$ cat config.mk
export PLATFORM = sky130hd
export DESIGN_NAME = pwm_timer_clock_and_counter_control
export DESIGN_NICKNAME = d
export VERILOG_FILES = /design/src/verilog/pwm_timer_pkg.sv /design/src/verilog/clock_edge_sync.sv /design/src/verilog/pwm_timer_clock_and_counter_control.sv
export SDC_FILE = /design/constraint.sdc
export NUM_CORES = 1
export LEC_CHECK = 0
export ABC_AREA = 1
export BUFFER_PORTS_ARGS = -buffer_cell sky130_fd_sc_hd__buf_2
export CORE_MARGIN = 3
export CORE_UTILIZATION = 35
export CTS_BUF_LIST = sky130_fd_sc_hd__clkbuf_4 sky130_fd_sc_hd__clkbuf_8 sky130_fd_sc_hd__clkbuf_16
export CTS_CLUSTER_DIAMETER = 80
export DETAILED_ROUTE_END_ITERATION = 6
export PLACE_DENSITY = 0.56
export SLEW_MARGIN = 40
export SYNTH_ARGS = -nofsm -noshare
export SYNTH_HDL_FRONTEND = slang
export SYNTH_SLANG_ARGS = --single-unit
$ cat constraint.sdc
create_clock -name clk -period 1.7 [get_ports clk]
set_input_delay 0.34 -clock clk [delete_from_list [all_inputs] [get_ports clk]]
set_output_delay 0.34 -clock clk [all_outputs]
set_load 0.01 [all_outputs]
$ cat src/verilog/pwm_timer_pkg.sv
// Package with register map, field positions and codes for the PWM timer control slice.
package pwm_timer_pkg;
    localparam int ADDR_W = 16;
    localparam int DATA_W = 16;
    localparam logic [15:0] TIMER_CLOCK_CONTROL_ADDR = 16'h5068;
    localparam logic [15:0] TIMER_COUNTER_CONTROL_ADDR = 16'h5400;
    localparam logic [7:0] TIMER_CLOCK_CONTROL_RESET = 8'h00;
    localparam logic [15:0] TIMER_COUNTER_CONTROL_RESET = 16'h0000;
    // Clock control field positions.
    localparam int PRESCALE_LSB = 4;
    localparam int PRESCALE_W = 4;
    localparam int SOURCE_LSB = 2;
    localparam int SOURCE_W = 2;
    localparam int CLOCK_GATE_BIT = 0;
    // Counter control field positions.
    localparam int HALF_CLOCK_BIT = 6;
    localparam int COMPARE_BUF_BIT = 3;
    localparam int ONE_SHOT_BIT = 2;
    localparam int COUNTER_CLEAR_BIT = 1;
    localparam int COUNTER_RUN_BIT = 0;
    // Clock source codes.
    localparam logic [1:0] SRC_FAST_OSC_B = 2'h0;
    localparam logic [1:0] SRC_SLOW_OSC = 2'h1;
    localparam logic [1:0] SRC_FAST_OSC_A = 2'h2;
    localparam logic [1:0] SRC_EXTERNAL = 2'h3;
    // Prescaler limits.
    localparam logic [3:0] FAST_MAX_CODE = 4'he;
    localparam logic [3:0] SLOW_MAX_CODE = 4'h8;
    localparam logic [3:0] SLOW_256HZ_CODE = 4'h9;
    localparam int DIV_W = 14;
endpackage
$ cat src/verilog/clock_edge_sync.sv
// Two-flop synchroniser with rising-edge detector for one asynchronous clock input.
`timescale 1ns/100ps
`default_nettype none
module clock_edge_sync (
    input wire logic clk, // System clock.
    input wire logic reset, // Synchronous reset, active high.
    input wire logic async_in, // Level from outside the clock domain.
    output logic rise // One-cycle pulse on a synchronised rising edge.
);
    logic meta;
    logic sync;
    logic last;

    // The first flop feeds only the second; edges are found on the settled copy.
    always_ff @(posedge clk) begin
        if (reset) begin
            meta <= 1'b0;
            sync <= 1'b0;
            last <= 1'b0;
        end else begin
            meta <= async_in;
            sync <= meta;
            last <= sync;
        end
    end

    assign rise = sync & ~last;
endmodule
`default_nettype wire

$ cat src/verilog/pwm_timer_clock_and_counter_control.sv
// PWM timer channel clock selection, prescaler, gating and counter control registers.
`timescale 1ns/100ps
`default_nettype none
// Overview of operation
// - Fast source divides by two to prescale code
// - Slow source: codes 0-8 divide, 9 picks 256Hz
// - Source code 3 external, code 0 fast B
// - Gate bit passes prescaled clock, reset blocks
// - Half clock mode bit, reset disabled
// - Compare buffer enable bit, reset disabled
// - Count mode: 1 one-shot, 0 repeat
// - Clear bit write-only, reads zero
// - Run bit starts or stops counter
// - Reserved bits read as zero
module pwm_timer_clock_and_counter_control (
    input wire logic clk, // System clock, 10 MHz.
    input wire logic reset, // Synchronous reset, active high.
    input wire logic [pwm_timer_pkg::ADDR_W-1:0] addr, // Register byte address.
    input wire logic [pwm_timer_pkg::DATA_W-1:0] wdata, // Write data.
    input wire logic wr, // Write strobe, one cycle.
    input wire logic rd, // Read strobe, one cycle.
    output logic [pwm_timer_pkg::DATA_W-1:0] rdata, // Read data, valid the cycle after rd.
    input wire logic fast_osc_a, // First high-frequency oscillator clock.
    input wire logic fast_osc_b, // Second high-frequency oscillator clock.
    input wire logic slow_osc, // Low-frequency oscillator clock.
    input wire logic regulated_256hz_clock, // Regulated 256 Hz clock.
    input wire logic ext_clock, // External count clock pin.
    output logic count_tick, // One-cycle pulse per gated count clock.
    output logic counter_run, // Counter runs while high.
    output logic counter_clear, // One-cycle pulse clearing the counter.
    output logic one_shot_select, // High for one-shot, low for repeat.
    output logic compare_buffer_en, // Compare values are buffered while high.
    output logic half_clock_mode_en // Half-clock mode enabled while high.
);
    import pwm_timer_pkg::*;

    logic [PRESCALE_W-1:0] prescale_code;
    logic [SOURCE_W-1:0] clock_source_code;
    logic count_clock_gate;
    logic [DIV_W-1:0] div_count;
    logic [DIV_W-1:0] next_div_count;
    logic rise_fast_a;
    logic rise_fast_b;
    logic rise_slow;
    logic rise_256;
    logic rise_ext;
    logic src_tick;
    logic slow_selected;
    logic use_256hz;
    logic code_legal;
    logic [DIV_W:0] div_mask;
    logic div_done;
    logic pre_tick;
    logic sel_clock;
    logic sel_counter;
    logic wr_clock;
    logic wr_counter;
    logic [DATA_W-1:0] clock_readback;
    logic [DATA_W-1:0] counter_readback;
    logic [DATA_W-1:0] next_rdata;

    // Each asynchronous clock is resampled; the fast oscillators must run below half of clk.
    clock_edge_sync sync_fast_a (
        .clk(clk),
        .reset(reset),
        .async_in(fast_osc_a),
        .rise(rise_fast_a)
    );
    clock_edge_sync sync_fast_b (
        .clk(clk),
        .reset(reset),
        .async_in(fast_osc_b),
        .rise(rise_fast_b)
    );
    clock_edge_sync sync_slow (
        .clk(clk),
        .reset(reset),
        .async_in(slow_osc),
        .rise(rise_slow)
    );
    clock_edge_sync sync_256 (
        .clk(clk),
        .reset(reset),
        .async_in(regulated_256hz_clock),
        .rise(rise_256)
    );
    clock_edge_sync sync_ext (
        .clk(clk),
        .reset(reset),
        .async_in(ext_clock),
        .rise(rise_ext)
    );

    // Source selection; the external code bypasses nothing and still goes through the prescaler.
    assign src_tick = (clock_source_code == SRC_EXTERNAL) ? rise_ext :
                      (clock_source_code == SRC_FAST_OSC_B) ? rise_fast_b :
                      (clock_source_code == SRC_SLOW_OSC) ? rise_slow : rise_fast_a;
    assign slow_selected = (clock_source_code == SRC_SLOW_OSC);
    assign use_256hz = slow_selected && (prescale_code == SLOW_256HZ_CODE);
    // Unusable codes stop the count clock rather than guess a ratio.
    assign code_legal = slow_selected ? (prescale_code <= SLOW_256HZ_CODE) : (prescale_code <= FAST_MAX_CODE);
    // Divide by 2^code: a tick whenever the low code bits of the counter are all ones.
    assign div_mask = ({{DIV_W{1'b0}}, 1'b1} << prescale_code) - {{DIV_W{1'b0}}, 1'b1};
    assign div_done = ((div_count & div_mask[DIV_W-1:0]) == div_mask[DIV_W-1:0]);
    assign pre_tick = use_256hz ? rise_256 : (src_tick && div_done);
    assign next_div_count = (!count_clock_gate || use_256hz) ? '0 :
                            src_tick ? (div_count + {{(DIV_W-1){1'b0}}, 1'b1}) : div_count;

    // Prescaler counter and gated tick; the counter is held cleared while the gate is shut.
    always_ff @(posedge clk) begin
        if (reset) begin
            div_count <= '0;
            count_tick <= 1'b0;
        end else begin
            div_count <= next_div_count;
            count_tick <= count_clock_gate && code_legal && pre_tick;
        end
    end

    // Register decode.
    assign sel_clock = (addr == TIMER_CLOCK_CONTROL_ADDR);
    assign sel_counter = (addr == TIMER_COUNTER_CONTROL_ADDR);
    assign wr_clock = wr && sel_clock;
    assign wr_counter = wr && sel_counter;

    // Clock control register writes.
    always_ff @(posedge clk) begin
        if (reset) begin
            prescale_code <= TIMER_CLOCK_CONTROL_RESET[PRESCALE_LSB +: PRESCALE_W];
            clock_source_code <= TIMER_CLOCK_CONTROL_RESET[SOURCE_LSB +: SOURCE_W];
            count_clock_gate <= TIMER_CLOCK_CONTROL_RESET[CLOCK_GATE_BIT];
        end else if (wr_clock) begin
            prescale_code <= wdata[PRESCALE_LSB +: PRESCALE_W];
            clock_source_code <= wdata[SOURCE_LSB +: SOURCE_W];
            count_clock_gate <= wdata[CLOCK_GATE_BIT];
        end
    end

    // Counter control register writes; the clear bit is a pulse and keeps no state.
    always_ff @(posedge clk) begin
        if (reset) begin
            half_clock_mode_en <= TIMER_COUNTER_CONTROL_RESET[HALF_CLOCK_BIT];
            compare_buffer_en <= TIMER_COUNTER_CONTROL_RESET[COMPARE_BUF_BIT];
            one_shot_select <= TIMER_COUNTER_CONTROL_RESET[ONE_SHOT_BIT];
            counter_run <= TIMER_COUNTER_CONTROL_RESET[COUNTER_RUN_BIT];
            counter_clear <= 1'b0;
        end else begin
            counter_clear <= wr_counter && wdata[COUNTER_CLEAR_BIT];
            if (wr_counter) begin
                half_clock_mode_en <= wdata[HALF_CLOCK_BIT];
                compare_buffer_en <= wdata[COMPARE_BUF_BIT];
                one_shot_select <= wdata[ONE_SHOT_BIT];
                counter_run <= wdata[COUNTER_RUN_BIT];
            end
        end
    end

    // Read-back images; reserved bits and the clear bit are tied low.
    always_comb begin
        clock_readback = '0;
        clock_readback[PRESCALE_LSB +: PRESCALE_W] = prescale_code;
        clock_readback[SOURCE_LSB +: SOURCE_W] = clock_source_code;
        clock_readback[CLOCK_GATE_BIT] = count_clock_gate;
        counter_readback = '0;
        counter_readback[HALF_CLOCK_BIT] = half_clock_mode_en;
        counter_readback[COMPARE_BUF_BIT] = compare_buffer_en;
        counter_readback[ONE_SHOT_BIT] = one_shot_select;
        counter_readback[COUNTER_RUN_BIT] = counter_run;
    end

    // Unmapped addresses read zero.
    assign next_rdata = !rd ? '0 : sel_clock ? clock_readback : sel_counter ? counter_readback : '0;

    // Read data register, valid only in the cycle after the strobe.
    always_ff @(posedge clk) begin
        if (reset) begin
            rdata <= '0;
        end else begin
            rdata <= next_rdata;
        end
    end
endmodule
`default_nettype wire

# --- Word level (Yosys, flattened, before mapping) ---
# Cells that the tools add are included.
# W data, S select, Z words.
word_totals:
  reg_bits: 58
  output_inout_bits: 22
  elab_cells: 70
op_classes:
  n_addsub: 2
  order_cmp: 2
  eq_ne: 6
  shifts: 1
  mux: 7
  bitwise: 12
  n_reduce_logical: 13
op_table:
  columns: ["op", "count"]
  rows:
  - ["$eq A16 B15 Y1 const B", 2]
  - ["$add A14 B1 Y14 const B", 1]
  - ["$and A14 B14 Y14", 1]
  - ["$eq A14 B14 Y1", 1]
  - ["$shl A1 B4 Y14 const A", 1]
  - ["$sub A14 B1 Y14 const B", 1]
  - ["$le A4 B4 Y1 const B", 2]
  - ["$mux W8", 1]
  - ["$logic_and A1 B1 Y1", 7]
  - ["$mux W7", 1]
  - ["$not A1 Y1", 6]
  - ["$and A1 B1 Y1", 5]
  - ["$mux W1", 5]
  - ["$eq A4 B4 Y1 const B", 1]
  - ["$reduce_or A2 Y1", 2]
  - ["$reduce_or A3 Y1", 1]
  - ["$eq A2 B1 Y1 const B", 1]
  - ["$eq A2 B2 Y1 const B", 1]
  - ["$logic_not A2 Y1", 1]
  - ["$logic_not A1 Y1", 1]
  - ["$logic_or A1 B1 Y1", 1]

# --- Logic depth before layout (Yosys ltp) ---
depth:
  depth_word: 8
  ltp_mapped: 13
  mapped_depth_nobuf: 12

# --- Cells and area by module ---
# Synthesis repeated with hierarchy kept, for this count alone.
unflattened:
  hier_cells: 352
  area_unflattened_um2: 2398.6
modules_own_cells:
  columns: ["mod", "instances", "cells_per_inst", "area_each_um2"]
  rows:
  - ["pwm_timer_clock_and_counter_control", 1, 302, 1966.9]
  - ["clock_edge_sync", 5, 10, 86.3]

# --- Worst setup path before layout ---
# Ideal clock, no wire load.
synth_path:
  path_kind: "reg-to-reg"
  start: "register prescale_code[0]"
  end: "register count_tick"
  arrival_ns: 1.516
  slack_ns: 0.064
  stages_incl_launch_ff: 12
  path_cell_list: "dfxtp_1 inv_1 nor2_1 nand2_1 ha_1 or2_2 nand3_1 nor2_1 nand2_1 nor2_1 nand4_1 a21oi_1"
synth_between:
  elab_chain_len: 7
  word_cells_on_any_way: 13
synth_lines:
  columns: ["element", "line", "rtl"]
  rows:
  - ["start: declaration", "pwm_timer_clock_and_counter_control.sv:37", "logic [PRESCALE_W-1:0] prescale_code;"]
  - ["start signal: assignment", "pwm_timer_clock_and_counter_control.sv:129", "prescale_code <= TIMER_CLOCK_CONTROL_RESET[PRESCALE_LSB +: PRESCALE_W];"]
  - ["start signal: assignment", "pwm_timer_clock_and_counter_control.sv:133", "prescale_code <= wdata[PRESCALE_LSB +: PRESCALE_W];"]
  - ["$shl A1 B4 Y14", "pwm_timer_clock_and_counter_control.sv:103", "assign div_mask = ({{DIV_W{1'b0}}, 1'b1} << prescale_code) - {{DIV_W{1'b0}}, 1'b1};"]
  - ["$sub A14 B1 Y14", "pwm_timer_clock_and_counter_control.sv:103", null]
  - ["$and A14 B14 Y14", "pwm_timer_clock_and_counter_control.sv:104", "assign div_done = ((div_count & div_mask[DIV_W-1:0]) == div_mask[DIV_W-1:0]);"]
  - ["$eq A14 B14 Y1", "pwm_timer_clock_and_counter_control.sv:104", null]
  - ["$logic_and A1 B1 Y1", "pwm_timer_clock_and_counter_control.sv:105", "assign pre_tick = use_256hz ? rise_256 : (src_tick && div_done);"]
  - ["$mux W1", "pwm_timer_clock_and_counter_control.sv:105", null]
  - ["$logic_and A1 B1 Y1 (*)", "pwm_timer_clock_and_counter_control.sv:116", "count_tick <= count_clock_gate && code_legal && pre_tick;"]
  - ["end signal: assignment", "pwm_timer_clock_and_counter_control.sv:116", null]
  - ["end: declaration", "pwm_timer_clock_and_counter_control.sv:28", "output logic count_tick,"]
# Every way passes the cells marked *; elsewhere a longest branch is shown, timed or not.
# A chain may end at the register's enable or synchronous reset.

# --- Final worst setup path ---
# Ends and elaborated chain as after synthesis.

==> flow_summary.yaml <==
status:
  outcome: "finished clean"
logic_synthesis:
  synthTopCellsByArea: "dfxtp_1 (39%), nand2_1 (9.2%), nor2_1 (8.6%)"
  synth_ff_type: "dfxtp_1"
  synthTopCellsByCount: "nand2_1 (62), nor2_1 (58), dfxtp_1 (49)"
  synth_edf_count: 0
  synth.avg_cell_area_um2: 7.17
  yosys.area.top_type: "dfxtp_1"
  ys_async_sr_fraction: 0
  synth_top_area_frac: 0.390
  netlist_area_um2: 2520
  yosysMostFrequentCell: "nand2_1"
  yosys_warnings: 0
  ys_seq_area_frac: 0.390
  synthDistinctLibCells: 41
  synth_cells: 351
  synth_seq_cells: 49
placement:
  hpwlAfterDp_mm: 4.47
  place_inst: 497
  post_dp_cell_area_um2: 2870
  pre_cts_ws_ns: -0.0340
  portBuffers: 45
  gp_congestion: 0.896
clock_tree:
  cts_tree: "built"
  clock-sinks: 49
  ctsHoldBuffers: 0
  htreeDepth: 2
  cts.path.max_buffers: 2
  clk_latency_ns: 0.31
  clkTransAtPathRegs_ns: 0.11
  cts-root-buf: "clkbuf_8"
  numCtsBuffers: 5
layout:
  stdcell_area_um2: 3030
  final_nets: 453
  stdcell_count: 507
  utilization: 0.441
  drive_gt1_frac: 0.285
  area_growth_pct: 20.4
  diodes: 0
detailed_routing:
  detail_route.wl_per_cell_um: 11.4
  drt_iter0_drc: 71
  ant_nets: 0
  vias_per_cell: 4.56
  firstDrtPassIters: 4
  vias: 2311
  routed_wl_mm: 5.77
  post-route-drc-count: 0
die:
  pin_count: 63
  initial_core_util: 0.366
  die_w_um: 90.8
  die_area_um2: 8250
  core_um2: 6870
  die_h_um: 90.8
  rows: 30
grt:
  grt_overflow: 0
  grt_usage: 0.140
  grt_max_degree: 19
  grt_pass1_wl_mm: 9.58
  grt_pass1_vias: 2077
  antenna_found_initial: 0
run:
  maxCapViolations: 0
timing:
  fin_crit_ns: 1.67
  skew_ns: 0.0107
  hold_violations: 0
  fmax_mhz: 599
  setup_ws_ns: 0.0297
  min_period_over_period: 0.983
  rsz0062_at_grt: "true"
  drv_slew: 0
  finalSetupViolCount: 0
hold_path:
  hold_class: "in -> reg"
critical_path:
  cp.required_ns: 1.94
  critical_path_class: "reg -> reg"
  cp-start-kind: "flip-flop"
  cp-end-kind: "flip-flop"
  cp.arrival_ns: 1.91
  crit_fanout: 4
power_and_ir_drop:
  power.leakage_nw: 1.35
  max-vdd-ir-drop_uv: 469
  powerDensity_nw_per_um2: 671
==> power breakdown <==
| group | internal [W] | switching, W | total, W |
|---|---|---|---|
| logic | 0.0000453 | 0.0000670 | 0.000112 |
| clock network | 0.000309 | 0.000448 | 0.000757 |
| registers | 0.00116 | 0.00000356 | 0.00116 |
==> stage by stage <==
| step | power [W] | setup TNS (ns) | hold WS, ns |
|---|---|---|---|
| after floorplan | 0.00126 | 0 | 0.388 |
| after global placement | 0.00130 | 0 | 0.391 |
| after detailed placement | 0.00130 | -0.0340 | 0.396 |
| after CTS | 0.00206 | 0 | 0.219 |
| after global routing | 0.00212 | -0.119 | 0.222 |
| final | 0.00203 | 0 | 0.229 |
==> placed cells by master, fill, tap and decap left out, drive strengths merged <==
cell type | netlist | routed
o21a | 1 | 1
o211ai | 1 | 1
or2 | 1 | 1
o31ai | 1 | 1
ha | 2 | 2
xor2 | 2 | 2
a311oi | 1 | 1
clkinv | 1 | 2
nor3b | 1 | 1
nor2 | 66 | 66
o22ai | 4 | 4
nand4 | 7 | 7
a211oi | 1 | 1
nor4b | 1 | 1
nand3 | 16 | 16
a21oi | 13 | 13
dfxtp | 49 | 49
a31oi | 2 | 2
nand3b | 2 | 2
nand2 | 69 | 69
conb | 1 | 9
nor3 | 16 | 16
inv | 52 | 54
nor4 | 2 | 2
buf | 15 | 61
clkbuf | 2 | 5
o21ai | 22 | 22
==> sequential cells by signal, summed over array words and instances (netlist names), 2 cells and up <==
signal             cells
clock_source_code      2
div_count             14
prescale_code          4
rdata                  7
==> critical path, stage by stage (launching register included) <==
cell,delay [ns]
dfxtp_4,0.40
inv_4,0.04
nor2_4,0.10
nand2_2,0.07
ha_4,0.27
or2_4,0.10
nand3_2,0.07
nor2_2,0.11
nand2_1,0.05
nor2_1,0.09
nand4_1,0.13
a21oi_1,0.15
==> kinds of logic (layout without fill, tap and decap cells) <==
family / after synthesis / count (layout) / share of synthesized area
xor+xnor: 2 / 2 / 0.00696
buf+inv: 70 / 122 / 0.131
flops: 49 / 49 / 0.390
compound gates: 46 / 46 / 0.103
fa+ha+maj: 2 / 2 / 0.00994
other cells: 1 / 9 / 0.00149
simple gates: 181 / 181 / 0.357
==> area by class of cell <==
cell class,count,area [um2]
clock buffers,5,68.8
well taps,96,120
flip-flops and latches,49,986
repair buffers,61,345
fillers,733,3840
clock inverters,3,28.8
inverters,53,204
multi-input cells,240,1280
==> final timing paths <==
path | startpoint | to | slack [ns] | depth (start not counted)
setup / recovery | prescale_code[0] | count_tick | 0.03 | 11
setup reg to reg | prescale_code[0] | count_tick | 0.03 | 11
hold reg to reg | sync_fast_a.meta | sync_fast_a.sync | 0.41 | 2
hold / removal | ext_clock | sync_ext.meta | 0.23 | 3
==> repair_timing <==
action	CTS	global route
endpoints found under the setup margin	1	1
setup buffers	0	2
pin swaps	0	6
resized for setup	4	11
==> per-layer routing <==
| metal | wire length, um | part of all wire | vias to the layer above | global-route usage |
|---|---|---|---|---|
| met5 | 0 | 0 | - | 0 |
| met4 | 40 | 0.0069 | 0 | 0.0352 |
| met3 | 254 | 0.044 | 4 | 0.0292 |
| li1 | - | - | 1222 | - |
| met1 | 2700 | 0.47 | 1038 | 0.185 |
| met2 | 2770 | 0.48 | 47 | 0.234 |
Power figures use the tool's default switching activity.
